## src/rfm_pkg.sv

```systemverilog
package rfm_pkg;
  // ==========================================================
  // Clock and timing
  localparam int CLK_PERIOD_NS = 10;
  localparam int READBACK_DELAY_MS = 50;
  localparam int READBACK_DELAY_CYC = READBACK_DELAY_MS * 1000000 / CLK_PERIOD_NS;
  localparam int DELAY_W = 32;
  // Half period of the generated test clock, fixed choice
  localparam int TCLK_HALF_CYC = 500;
  localparam int TCLK_W = 16;
  // Cycles of loop lag the read-back compare tolerates, sync flops included
  localparam int CMP_GUARD_CYC = 4;

  // ==========================================================
  // Selector codes
  localparam logic [4:0] RELAY_SEL_MIN = 5'h11;
  localparam logic [4:0] RELAY_SEL_MAX = 5'h14;
  localparam logic [4:0] RELAY_SEL_ALT = 5'h16;
  localparam logic [4:0] CLOCK_SEL_MIN = 5'h0c;
  localparam logic [4:0] CLOCK_SEL_MAX = 5'h13;
  // First output true/inverted, second, third
  localparam logic [4:0] RELAY_SEL_FIRST = 5'h11;
  localparam logic [4:0] RELAY_SEL_SECOND = 5'h12;
  localparam logic [4:0] RELAY_SEL_THIRD = 5'h13;
  localparam logic [4:0] CLOCK_SEL_FIRST = 5'h0c;
  localparam logic [4:0] CLOCK_SEL_FIRST_INV = 5'h0d;
  localparam logic [4:0] CLOCK_SEL_SECOND = 5'h0e;

  // ==========================================================
  // Modes
  localparam logic [3:0] SWITCH_MODE_OVERSPEED = 4'h0;
  localparam logic [3:0] SWITCH_MODE_CLOCK = 4'h9;
  localparam logic OUTPUT_MODE_INVERSE = 1'b0;
  localparam logic [1:0] INPUT_MODE_SINGLE = 2'h2;
  localparam int NUM_OUT = 4;

  typedef enum logic [1:0] {
    RFM_IDLE,
    RFM_SETTLE,
    RFM_CHECK,
    RFM_FAULT
  } rfm_state_e;
endpackage

```

## src/rfm_cmp_if.sv

```systemverilog
`timescale 1ns/1ps
`default_nettype none
// ==========================================================
// Compare path between top and checker
interface rfm_cmp_if;
  logic enable;
  logic expected;
  logic sample;
  logic mismatch;
  modport top (output enable, output expected, output sample, input mismatch);
  modport chk (input enable, input expected, input sample, output mismatch);
endinterface
`default_nettype wire

```

## src/rfm_sync.sv

```systemverilog
`timescale 1ns/1ps
`default_nettype none
// ==========================================================
// Two-flop synchroniser for the read-back pin
module rfm_sync (
  input wire logic clk_i,
  input wire logic srst_i,
  input wire logic d_i,
  output logic q_o
);
  logic meta_r;
  logic q_r;
  // First stage feeds only the second
  always_ff @(posedge clk_i) begin
    if (srst_i) begin
      meta_r <= 1'b0;
      q_r <= 1'b0;
    end else begin
      meta_r <= d_i;
      q_r <= meta_r;
    end
  end
  assign q_o = q_r;
endmodule
`default_nettype wire

```

## src/rfm_check.sv

```systemverilog
`timescale 1ns/1ps
`default_nettype none
// ==========================================================
// Compares read-back sample against the expected clock level
module rfm_check
  import rfm_pkg::*;
(
  input wire logic clk_i,
  input wire logic srst_i,
  rfm_cmp_if.chk cmp
);
  logic [CMP_GUARD_CYC-1:0] exp_pipe_r;
  logic exp_steady;
  // Expectation history covering the loop lag: wiring plus two sync flops
  always_ff @(posedge clk_i) begin
    if (srst_i) begin
      exp_pipe_r <= '0;
    end else begin
      exp_pipe_r <= {exp_pipe_r[CMP_GUARD_CYC-2:0], cmp.expected};
    end
  end
  // Compare only while the whole window agrees, so loop lag around a clock edge never trips
  assign exp_steady = (exp_pipe_r == '0) || (exp_pipe_r == '1);
  assign cmp.mismatch = cmp.enable & exp_steady & (cmp.sample != exp_pipe_r[CMP_GUARD_CYC-1]);
endmodule
`default_nettype wire

```

## src/rfm_top.sv

```systemverilog
// Operation
// - One output drives relay, one makes test clock, one input reads it back.
// - Relay selector accepts only codes 17 to 20 and 22.
// - Clock selector accepts only codes 12 to 19.
// - A failed read-back check raises the read-back error flag.
// - Inversion 1 expects open contact sense; 0 expects closed contact sense.
// - Wait the shared read-back delay after relay drive changes before checking.
// - Switching mode 9 makes a clock output; 0 follows overspeed.
// - Output mode selects homogenous or inverse pairs; 0 is inverse.
// - Inverted drive high at normal speed, low on overspeed.
// - Read-back error forces every digital output low.
// - Open contact: check only while relay energized, no missing-clock flag otherwise.
// - Closed contact: check only while relay de-energized.
// - True and inverted outputs are complementary in normal operation.
// - Clock-loop error under overspeed gives error and keeps overspeed.
// - Error at normal speed enters error state signalling overspeed.
// - Two series relay drives switch identically; codes 18 or 19 both valid.
// - Relay code 17 binds read-back to first overspeed output.
// - Clock code 14 expects second output clock, code 12 first output.
// - Input mode 2 gives four single inputs, one used for read-back.
`timescale 1ns/1ps
`default_nettype none
module rfm_top
  import rfm_pkg::*;
#(
  parameter int READBACK_DELAY_CYCLES = READBACK_DELAY_CYC
) (
  input wire logic clk_i,
  input wire logic srst_i,
  input wire logic overspeed_i,
  input wire logic [3:0] switch_mode_i [NUM_OUT],
  input wire logic output_mode_i,
  input wire logic [1:0] input_mode_i,
  input wire logic readback_invert_i,
  input wire logic [4:0] relay_sel_i,
  input wire logic [4:0] clock_sel_i,
  input wire logic readback_input_i,
  input wire logic error_clear_i,
  output logic first_output_o,
  output logic first_output_inverted_o,
  output logic second_output_o,
  output logic second_output_inverted_o,
  output logic third_output_o,
  output logic third_output_inverted_o,
  output logic fourth_output_o,
  output logic fourth_output_inverted_o,
  output logic config_error_o,
  output logic readback_error_flag_o,
  output logic fault_state_o
);

  // ==========================================================
  // Helpers
  // Code checks are combinational so a refused selector stops the
  // sequencer in the same cycle it appears on the pins
  function automatic logic relay_code_ok(input logic [4:0] c);
    relay_code_ok = ((c >= RELAY_SEL_MIN) && (c <= RELAY_SEL_MAX)) || (c == RELAY_SEL_ALT);
  endfunction

  function automatic logic clock_code_ok(input logic [4:0] c);
    clock_code_ok = (c >= CLOCK_SEL_MIN) && (c <= CLOCK_SEL_MAX);
  endfunction

  // Picks true (even offset) or inverted (odd offset) track of an output
  function automatic logic pick_track(input logic [NUM_OUT-1:0] t, input logic [NUM_OUT-1:0] n,
                                      input logic [2:0] idx);
    pick_track = idx[0] ? n[idx[2:1]] : t[idx[2:1]];
  endfunction

  // ==========================================================
  // Declarations
  rfm_state_e state_r;
  rfm_state_e state_nxt;
  logic [DELAY_W-1:0] delay_cnt_r;
  logic [TCLK_W-1:0] tclk_cnt_r;
  logic tclk_r;
  logic rb_sync;
  logic err_r;
  logic cfg_ok;
  logic [NUM_OUT-1:0] true_trk;
  logic [NUM_OUT-1:0] inv_trk;
  logic [NUM_OUT-1:0] true_q_r;
  logic [NUM_OUT-1:0] inv_q_r;
  logic relay_drive;
  logic relay_drive_d_r;
  logic relay_energised;
  logic contact_conducts;
  logic expected_clk;
  logic [2:0] relay_idx;
  logic [2:0] clock_idx;
  rfm_cmp_if cmp ();

  // ==========================================================
  // Configuration validity
  // relay code range
  assign cfg_ok = relay_code_ok(relay_sel_i) && clock_code_ok(clock_sel_i)
                  && (input_mode_i == INPUT_MODE_SINGLE);
  assign config_error_o = ~cfg_ok;

  // Code to track index: relay codes name the inverted drive track
  // Code 22 shares the first output's inverted track; a refused code
  // leaves a harmless index since no check runs then
  // code 17 means first output
  // codes 18 and 19 both valid
  always_comb begin
    if (relay_sel_i == RELAY_SEL_ALT) begin
      relay_idx = 3'h1;
    end else begin
      relay_idx = {2'(relay_sel_i - RELAY_SEL_FIRST), 1'b1};
    end
  end

  assign clock_idx = 3'(clock_sel_i - CLOCK_SEL_FIRST);

  // ==========================================================
  // Test clock generator
  // Free running from reset; the compare window absorbs any phase
  always_ff @(posedge clk_i) begin
    if (srst_i) begin
      tclk_cnt_r <= '0;
      tclk_r <= 1'b0;
    end else if (tclk_cnt_r == TCLK_W'(TCLK_HALF_CYC - 1)) begin
      tclk_cnt_r <= '0;
      tclk_r <= ~tclk_r;
    end else begin
      tclk_cnt_r <= tclk_cnt_r + 1'b1;
    end
  end

  // ==========================================================
  // Output tracks
  // clock or overspeed mode
  always_comb begin
    for (int i = 0; i < NUM_OUT; i++) begin
      if (switch_mode_i[i] == SWITCH_MODE_CLOCK) begin
        true_trk[i] = tclk_r;
      end else begin
        true_trk[i] = overspeed_i;
      end
      if (output_mode_i == OUTPUT_MODE_INVERSE) begin
        inv_trk[i] = ~true_trk[i];
      end else begin
        inv_trk[i] = true_trk[i];
      end
    end
  end

  // Registered outputs, forced low on fault
  // One cycle of latency buys glitch-free pins and a known compare phase
  // all outputs low
  always_ff @(posedge clk_i) begin
    if (srst_i) begin
      true_q_r <= '0;
      inv_q_r <= '0;
    end else if (err_r) begin
      true_q_r <= '0;
      inv_q_r <= '0;
    end else begin
      true_q_r <= true_trk;
      inv_q_r <= inv_trk;
    end
  end

  // Pins take the registered tracks directly
  assign first_output_o = true_q_r[0];
  assign first_output_inverted_o = inv_q_r[0];
  assign second_output_o = true_q_r[1];
  assign second_output_inverted_o = inv_q_r[1];
  assign third_output_o = true_q_r[2];
  assign third_output_inverted_o = inv_q_r[2];
  assign fourth_output_o = true_q_r[3];
  assign fourth_output_inverted_o = inv_q_r[3];

  // ==========================================================
  // Relay state and contact sense
  // drive, clock and read-back paths
  // Limitation: contact sense is taken from our own drive, so a welded
  // armature shows up as a loop fault, not as an error of its own
  assign relay_drive = pick_track(true_q_r, inv_q_r, relay_idx);
  assign relay_energised = relay_drive;
  assign contact_conducts = readback_invert_i ? relay_energised : ~relay_energised;
  assign expected_clk = pick_track(true_q_r, inv_q_r, clock_idx);

  always_ff @(posedge clk_i) begin
    if (srst_i) begin
      relay_drive_d_r <= 1'b0;
    end else begin
      relay_drive_d_r <= relay_drive;
    end
  end

  // Read-back pin comes from outside, so synchronise first
  rfm_sync u_sync (
    .clk_i(clk_i),
    .srst_i(srst_i),
    .d_i(readback_input_i),
    .q_o(rb_sync)
  );

  // ==========================================================
  // Sequencer
  // A refused code drops settle or check back to idle (fault holds) and the full delay runs again
  // once the selectors are valid
  // wait delay after drive change
  always_comb begin
    state_nxt = state_r;
    case (state_r)
      RFM_IDLE: begin
        if (cfg_ok) begin
          state_nxt = RFM_SETTLE;
        end
      end
      RFM_SETTLE: begin
        if (!cfg_ok) begin
          state_nxt = RFM_IDLE;
        end else if (delay_cnt_r >= DELAY_W'(READBACK_DELAY_CYCLES - 1)) begin
          state_nxt = RFM_CHECK;
        end
      end
      RFM_CHECK: begin
        if (!cfg_ok) begin
          state_nxt = RFM_IDLE;
        end else if (cmp.mismatch) begin
          state_nxt = RFM_FAULT;
        end else if (relay_drive != relay_drive_d_r) begin
          state_nxt = RFM_SETTLE;
        end
      end
      RFM_FAULT: begin
        if (error_clear_i) begin
          state_nxt = RFM_IDLE;
        end
      end
      default: begin
        state_nxt = RFM_IDLE;
      end
    endcase
  end

  always_ff @(posedge clk_i) begin
    if (srst_i) begin
      state_r <= RFM_IDLE;
    end else begin
      state_r <= state_nxt;
    end
  end

  // Settle counter restarts on every drive edge
  always_ff @(posedge clk_i) begin
    if (srst_i) begin
      delay_cnt_r <= '0;
    end else if (state_r != RFM_SETTLE || relay_drive != relay_drive_d_r) begin
      delay_cnt_r <= '0;
    end else begin
      delay_cnt_r <= delay_cnt_r + 1'b1;
    end
  end

  // ==========================================================
  // Compare path; sample lags pin by sync depth
  // The checker blanks a few cycles around each test clock edge
  // compare only when conducting
  assign cmp.enable = (state_r == RFM_CHECK) && contact_conducts
                      && (relay_drive == relay_drive_d_r);
  assign cmp.expected = expected_clk;
  assign cmp.sample = rb_sync;

  rfm_check u_check (
    .clk_i(clk_i),
    .srst_i(srst_i),
    .cmp(cmp)
  );

  // Sticky error; a new mismatch wins over clear
  // Gated by config like the state machine, so the flag and the
  // fault state always rise on the same edge
  // raise read-back error
  always_ff @(posedge clk_i) begin
    if (srst_i) begin
      err_r <= 1'b0;
    end else if (state_r == RFM_CHECK && cfg_ok && cmp.mismatch) begin
      err_r <= 1'b1;
    end else if (error_clear_i) begin
      err_r <= 1'b0;
    end
  end

  assign readback_error_flag_o = err_r;
  assign fault_state_o = (state_r == RFM_FAULT);

endmodule
`default_nettype wire

```

## config.mk

```make
export PLATFORM = sky130hd
export DESIGN_NAME = rfm_top
export DESIGN_NICKNAME = d
export VERILOG_FILES = /design/src/rfm_pkg.sv /design/src/rfm_cmp_if.sv /design/src/rfm_sync.sv /design/src/rfm_check.sv /design/src/rfm_top.sv
export SDC_FILE = /design/constraint.sdc
export NUM_CORES = 1
export LEC_CHECK = 0
export BUFFER_PORTS_ARGS = -buffer_cell sky130_fd_sc_hd__buf_2
export CAP_MARGIN = 15
export CORE_ASPECT_RATIO = 1.75
export CORE_MARGIN = 2
export CORE_UTILIZATION = 25
export DETAILED_ROUTE_END_ITERATION = 6
export PLACE_DENSITY_LB_ADDON = 0.08
export SLEW_MARGIN = 20
export SYNTH_ARGS = -nofsm -noshare
export SYNTH_HDL_FRONTEND = slang
export SYNTH_HIERARCHICAL = 1
export SYNTH_SLANG_ARGS = --single-unit
```

## constraint.sdc

```tcl
create_clock -name clk_i -period 2.5 [get_ports clk_i]
set_input_delay 0.125 -clock clk_i [delete_from_list [all_inputs] [get_ports clk_i]]
set_output_delay 0.125 -clock clk_i [all_outputs]
set_load 0.01 [all_outputs]
```

======== Yosys cells after proc, flatten, opt, wreduce, memory -nomap -nowiden ========
Index checks and enable logic that the tools add are counted.
storage, ports and cells
  bits of input ports ..................... 35
  memories kept ........................... 0
  register bits ........................... 67
  RAM bits ................................ 0
  output and inout port bits .............. 11
  bits in latches ......................... 0
  memory bits (read-only) ................. 0
cells by class
  reductions and logical operators ........ 18
  multiplexer cells ....................... 30
  $mul .................................... 0
  shifts and indexed selects .............. 0
  equal/unequal tests ..................... 19
  divide/modulo/power cells ............... 0
  bitwise logic cells ..................... 9
  add/sub/neg operators ................... 4
  magnitude comparators ................... 7
operators by type and width
  kind                                                                 count
  adder 32 x 1 -> 32 bit, second input constant                        1
  greater-or-equal comparator 32 x 23 -> 1 bit, second input constant  1
  equality test 4 bit, second input constant                           5
  two-way mux 1 bit                                                    17
  adder 16 x 1 -> 16 bit, second input constant                        1
  equality test 16 x 9 -> 1 bit, second input constant                 1
  two-way mux 2 bit                                                    7
  <= comparator 5 bit, second input constant                           2
  binary-select mux 1 bit (select 2 bit)                               4
  logical AND 1 bit                                                    8
  one-hot mux 2 bit (4 select lines)                                   1
  NOT 1 bit                                                            7
  equality test 2 bit, second input constant                           3
  < comparator 2 x 3 -> 1 bit, second input constant                   2
  OR reduction 2 bit                                                   3
  equality test 5 bit, second input constant                           1
  greater-or-equal comparator 5 x 4 -> 1 bit, second input constant    1
  greater-or-equal comparator 5 bit, second input constant             1
  zero test 4 bit                                                      1
  inequality test 2 bit, second input constant                         2
  inequality test 4 bit, second input constant                         1
  AND reduction 4 bit                                                  1
  logical OR 1 bit                                                     3
  two-way mux 3 bit                                                    1
  other kinds (10)                                                     12

======== Logic depth before layout (Yosys ltp) ========
Gate-level depths: netlist of the first run.
  depth after elaboration ................. 14
  mapped depth ............................ 11

======== Cells and area by module ========
Netlist of the first run, hierarchy kept.
modules (own cells, without submodules)
  module     cells an instance  sequential area each (um2)  times used  area an instance (um2)
  rfm_top    334                1,221.2                     1           2,947.8
  rfm_check  13                 80.1                        1           145.1
  rfm_sync   4                  40.0                        1           52.6

======== Least setup slack after synthesis of the first run ========
OpenSTA, ideal clock, no wires.
  kind .................................... input port to flip-flop
  from .................................... input port relay_sel_i[0]
  to ...................................... register state_r[1]
  cell stages on the path ................. 11
  buffers on the path ..................... 0
  setup slack ............................. 0.103 ns
  required time ........................... 2.428 ns
  setup time .............................. 0.072 ns
  data arrival time ....................... 2.326 ns
  cell sequence ........................... inv_1 -> ha_1 -> a41oi_1 -> mux4_2 -> or3_1 -> a21oi_1 -> nand2b_1 -> o22ai_2 -> nand3b_1 -> a211o_1 -> mux2i_1
between the ends
  cells in the longest elaborated chain, start to end .. 14
ends and longest elaborated chain
  what                                                              RTL line                        source
  from (decl)                                                       rfm_top.sv:35                   input wire logic [4:0] relay_sel_i,
  subtractor 2 x 1 -> 2 bit or equality test 5 bit (tied branches)  rfm_top.sv:109, rfm_top.sv:106
  two-way mux 3 bit *                                               rfm_top.sv:106                  if (relay_sel_i == RELAY_SEL_ALT) begin
  binary-select mux 1 bit (select 2 bit)                            rfm_top.sv:67                   pick_track = idx[0] ? n[idx[2:1]] : t[idx[2:1]];
  two-way mux 1 bit (implied by the code)                           rfm_top.sv:67
  two-way mux 1 bit *                                               rfm_top.sv:67
  NOT 1 bit                                                         rfm_top.sv:181                  assign contact_conducts = readback_invert_i ? relay_energised : ~relay_energised;
  two-way mux 1 bit                                                 rfm_top.sv:181
  logical AND 1 bit                                                 rfm_top.sv:263                  assign cmp.enable = (state_r == RFM_CHECK) && contact_conducts
  logical AND 1 bit *                                               rfm_top.sv:264                  && (relay_drive == relay_drive_d_r);
  via cmp.enable                                                    rfm_cmp_if.sv:6                 logic enable;
  bitwise AND 1 bit * (2 in series)                                 rfm_check.sv:24                 assign cmp.mismatch = cmp.enable & exp_steady & (cmp.sample != exp_pipe_r[CMP_GUARD_CYC-1]);
  via cmp.mismatch                                                  rfm_cmp_if.sv:9                 logic mismatch;
  two-way mux 2 bit                                                 rfm_top.sv:223                  end else if (cmp.mismatch) begin
  two-way mux 2 bit                                                 rfm_top.sv:221                  if (!cfg_ok) begin
  one-hot mux 2 bit (4 select lines)                                rfm_top.sv:207                  case (state_r)
  to (signal assigned)                                              rfm_top.sv:244                  state_r <= state_nxt;
  to (decl)                                                         rfm_top.sv:72                   rfm_state_e state_r;
Mark *: on every way through the listed nets, which the timed path passes. The rest lies on a longest branch. The select of a mux whose other input is x is not followed.
A chain may end at the register's enable or synchronous reset.

======== Worst setup path in the final report of the first run ========
Ends and elaborated chain as after synthesis.

==> results of run 1 <==
## final timing paths
check,startpoint,end,slack (ns)
setup / recovery,relay_sel_i[0],state_r[1],0.26
hold / removal,output_mode_i,inv_q_r[3],0.13
setup reg to reg,inv_q_r[1],state_r[1],0.35
hold reg to reg,u_sync/meta_r,u_sync/q_o,0.44
## power by group
group          switching, W  internal (W)
Combinational     0.0000885     0.0000913
Clock              0.000464      0.000926
Sequential        0.0000214       0.00109
## timing repair
item / 4_1_cts / 5_1_grt
resized for setup: 0 / 1
hold buffers: 1 / 0
endpoints found under the hold margin: 1 / 0
setup endpoints to repair: 0 / 1
## state kept, by name, indices dropped and copies added, names as in the netlist, 2 cells and up
register            flops
tclk_cnt_r             16
state_r                 2
delay_cnt_r            32
u_check/exp_pipe_r      4
inv_q_r                 4
true_q_r                4
## metrics by stage
stage / cell area [um^2] / setup slack (ns) / cells / hold WS, ns
final: 3920 / 0.255 / 577 / 0.129
after detailed placement: 3570 / -0.201 / 560 / 0.342
after floorplan: 3150 / 0.103 / 351 / 0.197
after CTS: 3910 / 0.148 / 577 / 0.112
after global routing: 3920 / 0.0556 / 577 / 0.141
after global placement: 3570 / -0.0928 / 560 / 0.355
## metal layers
layer	share of wire (%)	global-route usage, %
met1	38	12.6
met2	57	22.3
met3	2.9	2.00
met4	2.0	6.71
met5	0	0
## cell families (layout without fill, tap and decap cells)
family,after synthesis,after routing
AO/OA/AOI/OAI,16,16
XOR/XNOR,49,49
adder cells (fa/ha/maj),5,5
buffers and inverters,23,81
flip-flops,67,67
multiplexers,10,10
AND/OR/NAND/NOR,181,181
## Yosys cell counts (all sizes together)
library cell	number
nand3	13
or3	4
mux2	1
nand3b	1
dfxtp	67
o211a	1
xor2	21
nor4bb	5
nand2	16
mux2i	6
nand2b	6
nor4b	1
or2	3
mux4	3
a211oi	1
nand4b	1
nor3	6
inv	11
or4	3
nor2	76
and3	10
clkbuf	7
a211o	3
o22ai	1
o211ai	1
and2	2
nand4	14
a22oi	1
o31ai	1
or4b	1
a2bb2oi	1
nor4	4
ha	5
and3b	1
and4	6
nor2b	7
nor3b	1
buf	5
o21ai	1
a21oi	4
a41oi	1
xnor2	28
## cell type report
cell class	count	area [um^2]	area share, %
Clock buffer	12	256	6.55
Clock inverter	4	72.6	1.85
Inverter	11	41.3	1.05
Multi-Input combinational cell	261	1700	43.4
Sequential cell	67	1340	34.2
Tap cell	168	210	5.37
Timing Repair Buffer	54	295	7.54
## worst reg2reg max path: stages, from the launching register on
cell and delay [ns]:
dfxtp_1 0.32, mux4_2 0.48, or3_1 0.32, a21oi_1 0.19, nand2b_1 0.09, o22ai_2 0.15
nand3b_1 0.12, a211o_1 0.30, mux2i_1 0.11
==> results_dict.tcl, run 1 <==
set metrics [dict create \
    status "completed" \
    synthMuxAreaShare_pct 4.42 \
    synth_top_cell_area_share_pct 42.6 \
    power-per-cell-area_nw_per_um2 685 \
    hp-class "input pin to flop" \
    fin_util_pct 31.7 \
    crit_buf_inv 2 \
    grt_overflow 0 \
    die_w_um 88.8 \
    grt_pass1_wl_um 12800 \
    num_vias 2536 \
    worst-path-stages 12 \
    leakagePower_nw 1.46 \
    dieHeight_um 152 \
    place.gp.congestion 0.722 \
    synth_warnings 6 \
    max_stage_delay_ns 0.54 \
    area_growth_pct 24.5 \
    worstRegToRegCells 8 \
    yosys.area_share.simple_pct 29.8 \
    synth_seq_cells 67 \
    drive_gt1_share_pct 19.1 \
    tightest_slew_ns 0.609 \
    hold_viol 0 \
    critical_path_required_ns 2.76 \
    path_delay_family "compound AO/OA/AOI/OAI gates" \
    finalNetCount 444 \
    core_area_um2 12400 \
    cts-buffers-inserted 9 \
    postSynthAreaPerCell_um2 8.96 \
    antenna_found_initial 0 \
    synth_top_family_by_area "simple AND/OR/NAND/NOR gates" \
    io_pins 46 \
    firstDrtPassIters 4 \
    cp_cell_sequence "buf_2, inv_1, ha_1, a41oi_2, mux4_2, or3_1, a21oi_1, nand2b_1, o22ai_2, nand3b_1, a211o_1, mux2i_1" \
    die_area_um2 13500 \
    maxCapViolCount 0 \
    grt_pass1_vias 2703 \
    synthesis.nets 391 \
    critPathMaxFanout 2 \
    min_path_cells 3 \
    rsz0062_at_grt "false" \
    yosys.area.top_type "dfxtp_1" \
    synth_fa_ha_area_share_pct 1.99 \
    mostFrequentLayoutCell "nor2_1" \
    cp_slowest_cell "mux4_2" \
    cts.sinks 67 \
    synth_area_leaders "dfxtp_1 43%, nor2_1 8.9%, xnor2_1 7.8%" \
    clockRootBuffer "clkbuf_16" \
    synth_area_um2 3150 \
    crit_type "input pin to flop" \
    arrival_ns 2.50 \
    mostFrequentLayoutCells "75 x nor2_1, 67 x dfxtp_1, 45 x buf_2" \
    clk_path_buf_depth 2 \
    total_power_w 0.00268 \
    totalWireLength_um 7370 \
    drc 0 \
    fin_crit_ns 2.24 \
    clk_latency_ns 0.33 \
    avgViaCountPerCell 4.40 \
    cts_max_level 3 \
    diodes 0 \
    ant_nets 0 \
    startpoint_type "input pin" \
    ys_seq_area_share_pct 42.6 \
    portBuffers 45 \
    final_max_slew_viol_count 0 \
    grt_usage_pct 12.2 \
    fin_skew_ns 0.00508 \
    grt_max_degree 18 \
    row_count 54 \
    fill_cells 1341 \
    wl_per_cell_um 12.8 \
    syn_inst 351 \
    initial_utilization_pct 25.4 \
    tritoncts "built" \
    post_cts_buffers 0 \
    path_clk_slew_ns 0.05 \
    drtIter0Drc 51 \
    synth_xor_area_share_pct 13.6 \
    critical_path.endpoint_type "flop" \
    fmaxAchievable_ghz 0.445 \
    synth-compound-area-share_pct 4.02 \
    max_slew_margin_pct 59.4 \
    finalCritPeriodShare_pct 89.8 \
    setup_violations 0 \
    hpwl_um 5660 \
    yosysUniqueCellTypes 49 \
    peakVddDrop_v 0.000382 \
    finalSetupTns_ns 0 \
]
Power figures use the tool's default switching activity.
==> run 2, diff against run 1 <==
--- a/config.mk
+++ b/config.mk
@@ -9,11 +9,10 @@
 export CAP_MARGIN = 15
 export CORE_ASPECT_RATIO = 1.75
 export CORE_MARGIN = 2
-export CORE_UTILIZATION = 25
+export CORE_UTILIZATION = 45
 export DETAILED_ROUTE_END_ITERATION = 6
 export PLACE_DENSITY_LB_ADDON = 0.08
 export SLEW_MARGIN = 20
 export SYNTH_ARGS = -nofsm -noshare
 export SYNTH_HDL_FRONTEND = slang
-export SYNTH_HIERARCHICAL = 1
 export SYNTH_SLANG_ARGS = --single-unit
==> run 2 against run 1 <==
Net effect:
- synthesized cell count grew 4.3%
- via count increased by 4.2%
- power shrank 2.7%
- worst hold slack lost 0.061 ns
- sequential share of layout area grew 0.56 points
- critical path depth down 7
- worst setup slack better by 0.023 ns
- maximum frequency is 1.0% higher
- die area shrank 42%
- routed wire length is 9.8% lower
- critical path type is now flop to flop
==> results_dict.tcl, run 2 <==
set metrics [dict create \
    holdPathEnd "u_check.exp_pipe_r[0]" \
    grt_usage_pct 19.4 \
    hp-start "clock_sel_i[0]" \
    drive_gt1_share_pct 18.0 \
    io_pins 46 \
    row_count 40 \
    status "completed" \
    synth_warnings 0 \
    crit_type "flop to flop" \
    critical_path.endpoint_type "flop" \
    die_w_um 67.6 \
    hold_viol 0 \
    min_path_cells 3 \
    leakagePower_nw 1.40 \
    fin_crit_ns 2.22 \
    largest_reg_flops 32 \
    clk_path_buf_depth 2 \
    ys_seq_area_share_pct 42.2 \
    switching_share_pct 20.1 \
    critical_path_required_ns 2.76 \
    initial_utilization_pct 46.4 \
    fill_cells 645 \
    synth_flop_cell "dfxtp_1" \
    finalSetupTns_ns 0 \
    cts_max_level 3 \
    setup_violations 0 \
    path_clk_slew_ns 0.06 \
    grt_pass1_wl_um 11400 \
    die_area_um2 7790 \
    post_cts_buffers 0 \
    num_vias 2642 \
    clk_latency_ns 0.33 \
    final_max_slew_viol_count 0 \
    p_clk_share_pct 52.6 \
    grt_pass1_vias 2622 \
    yosys.area.top_type "dfxtp_1" \
    hp-class "input pin to flop" \
    wl_per_cell_um 13.1 \
    largest_register "delay_cnt_r" \
    portBuffers 45 \
    tritoncts "built" \
    r2r-end "delay_cnt_r[31]" \
    maxCapViolCount 0 \
    synth_edf_count 0 \
    max_slew_margin_pct 70.9 \
    stdcell_area_um2 3850 \
    synth.most_common_cell "nor2_1" \
    rsz0062_at_grt "false" \
    ant_nets 0 \
    synth_top_cell_area_share_pct 42.2 \
    cts.sinks 67 \
    fmaxAchievable_ghz 0.450 \
    synth_area_leaders "dfxtp_1 42%, xnor2_1 10%, nor2_1 8.4%" \
    critPathMaxFanout 7 \
    synthesis.nets 406 \
    ff2ff_setup_slack_ns 0.28 \
    antenna_found_initial 0 \
    postSynthAreaPerCell_um2 8.69 \
    dpl-instance-area_um2 3520 \
    drtIter0Drc 94 \
    firstDrtPassIters 4 \
    async_flop_share_pct 0 \
    finalNetCount 458 \
    arrival_ns 2.48 \
    mostFrequentLayoutCells "71 x nor2_1, 67 x dfxtp_1, 45 x buf_2" \
    yosysUniqueCellTypes 43 \
    synth_area_um2 3180 \
    core_area_um2 6860 \
    tightest_slew_ns 0.435 \
    startpoint_type "flop" \
    drc 0 \
    reg_top3 "delay_cnt_r (32), tclk_cnt_r (16)" \
    diodes 0 \
    syn_inst 366 \
    worstSetupStartpoint "delay_cnt_r[6]" \
    mostFrequentLayoutCell "nor2_1" \
    synth_top_cells_by_count "71 x nor2_1, 67 x dfxtp_1, 38 x xnor2_1, 21 x nand2_1" \
    cts_hold_buf 1 \
    cts-buffers-inserted 9 \
    hpwl_um 4920 \
    finalCritPeriodShare_pct 88.9 \
    area_growth_pct 21.2 \
    grt_overflow 0 \
    synth_seq_cells 67 \
    p_switching_w 0.000526 \
    grt_max_degree 33 \
    fin_skew_ns 0.00605 \
    dieHeight_um 115 \
    reg2reg_from "delay_cnt_r[6]" \
    worstRegToRegCells 5 \
    pwr-share-seq_pct 42.2 \
    power-per-cell-area_nw_per_um2 677 \
    place.gp.congestion 0.807 \
    cts_resized 0 \
    totalWireLength_um 6650 \
    pwr-share-comb_pct 5.1 \
    p_int_w 0.00209 \
    avgViaCountPerCell 5.21 \
    peakVddDrop_v 0.000424 \
    clockRootBuffer "clkbuf_16" \
]
## run 2: worst max-delay path by stage
stage                       to  slack (ns)  depth (start not counted)
4_1_cts        delay_cnt_r[31]        0.26                          5
3_3_place_gp     tclk_cnt_r[6]        0.36                          6
5_1_grt        delay_cnt_r[31]        0.21                          5
6_report       delay_cnt_r[31]        0.28                          5
2_1_floorplan   tclk_cnt_r[10]        0.30                          7
3_5_place_dp   delay_cnt_r[31]        0.28                          5
## run 2: metal layers
metal,up-vias,wire (um),track usage (%)
li1,1366,-,-
met1,1220,2520,18.2
met2,46,3790,36.5
met3,10,215,4.89
met4,0,121,10.7
met5,-,0,0
## run 2: kinds of logic after synthesis
family          count (synthesis)  share of synthesized area [%]
flops                          67                           42.2
buf+inv                        28                           3.42
xor+xnor                       48                           13.2
mux                            10                           4.01
compound gates                 20                           4.44
fa+ha+maj                       5                           1.97
simple gates                  188                           30.8
## run 2: power by group through the flow
stage	registers (W)	clock network [W]	logic [W]
2_1_floorplan	0.00113	0	0.0000765
3_3_place_gp	0.00112	0	0.000132
3_5_place_dp	0.00112	0	0.000135
4_1_cts	0.00110	0.00141	0.000137
5_1_grt	0.00110	0.00145	0.000151
6_report	0.00110	0.00137	0.000134
## run 2: area by class of cell
type / instances / area, um^2 / area share, %
inverters: 16 / 60.1 / 1.56
well taps: 84 / 105 / 2.73
flip-flops and latches: 67 / 1340 / 34.8
clock inverters: 4 / 72.6 / 1.88
clock buffers: 12 / 256 / 6.65
multi-input cells: 271 / 1730 / 44.9
repair buffers: 53 / 288 / 7.47
## run 2: stage by stage
stage / total power [W] / hold slack [ns] / std cells / util [%] / setup WS, ns
global route: 0.00271 / 0.0922 / 507 / 56.2 / 0.207
CTS: 0.00265 / 0.0649 / 507 / 56.2 / 0.262
global placement: 0.00126 / 0.338 / 490 / 51.3 / 0.361
detailed placement: 0.00126 / 0.346 / 490 / 51.3 / 0.283
finish: 0.00261 / 0.0678 / 507 / 56.2 / 0.278
floorplan: 0.00120 / 0.253 / 366 / - / 0.300
## run 2: critical path: stages, from the launching register on
cell     delay, ns
dfxtp_1       0.46
nand4_4       0.17
or4_1         0.46
or3_4         0.42
or4_1         0.49
a21oi_1       0.16
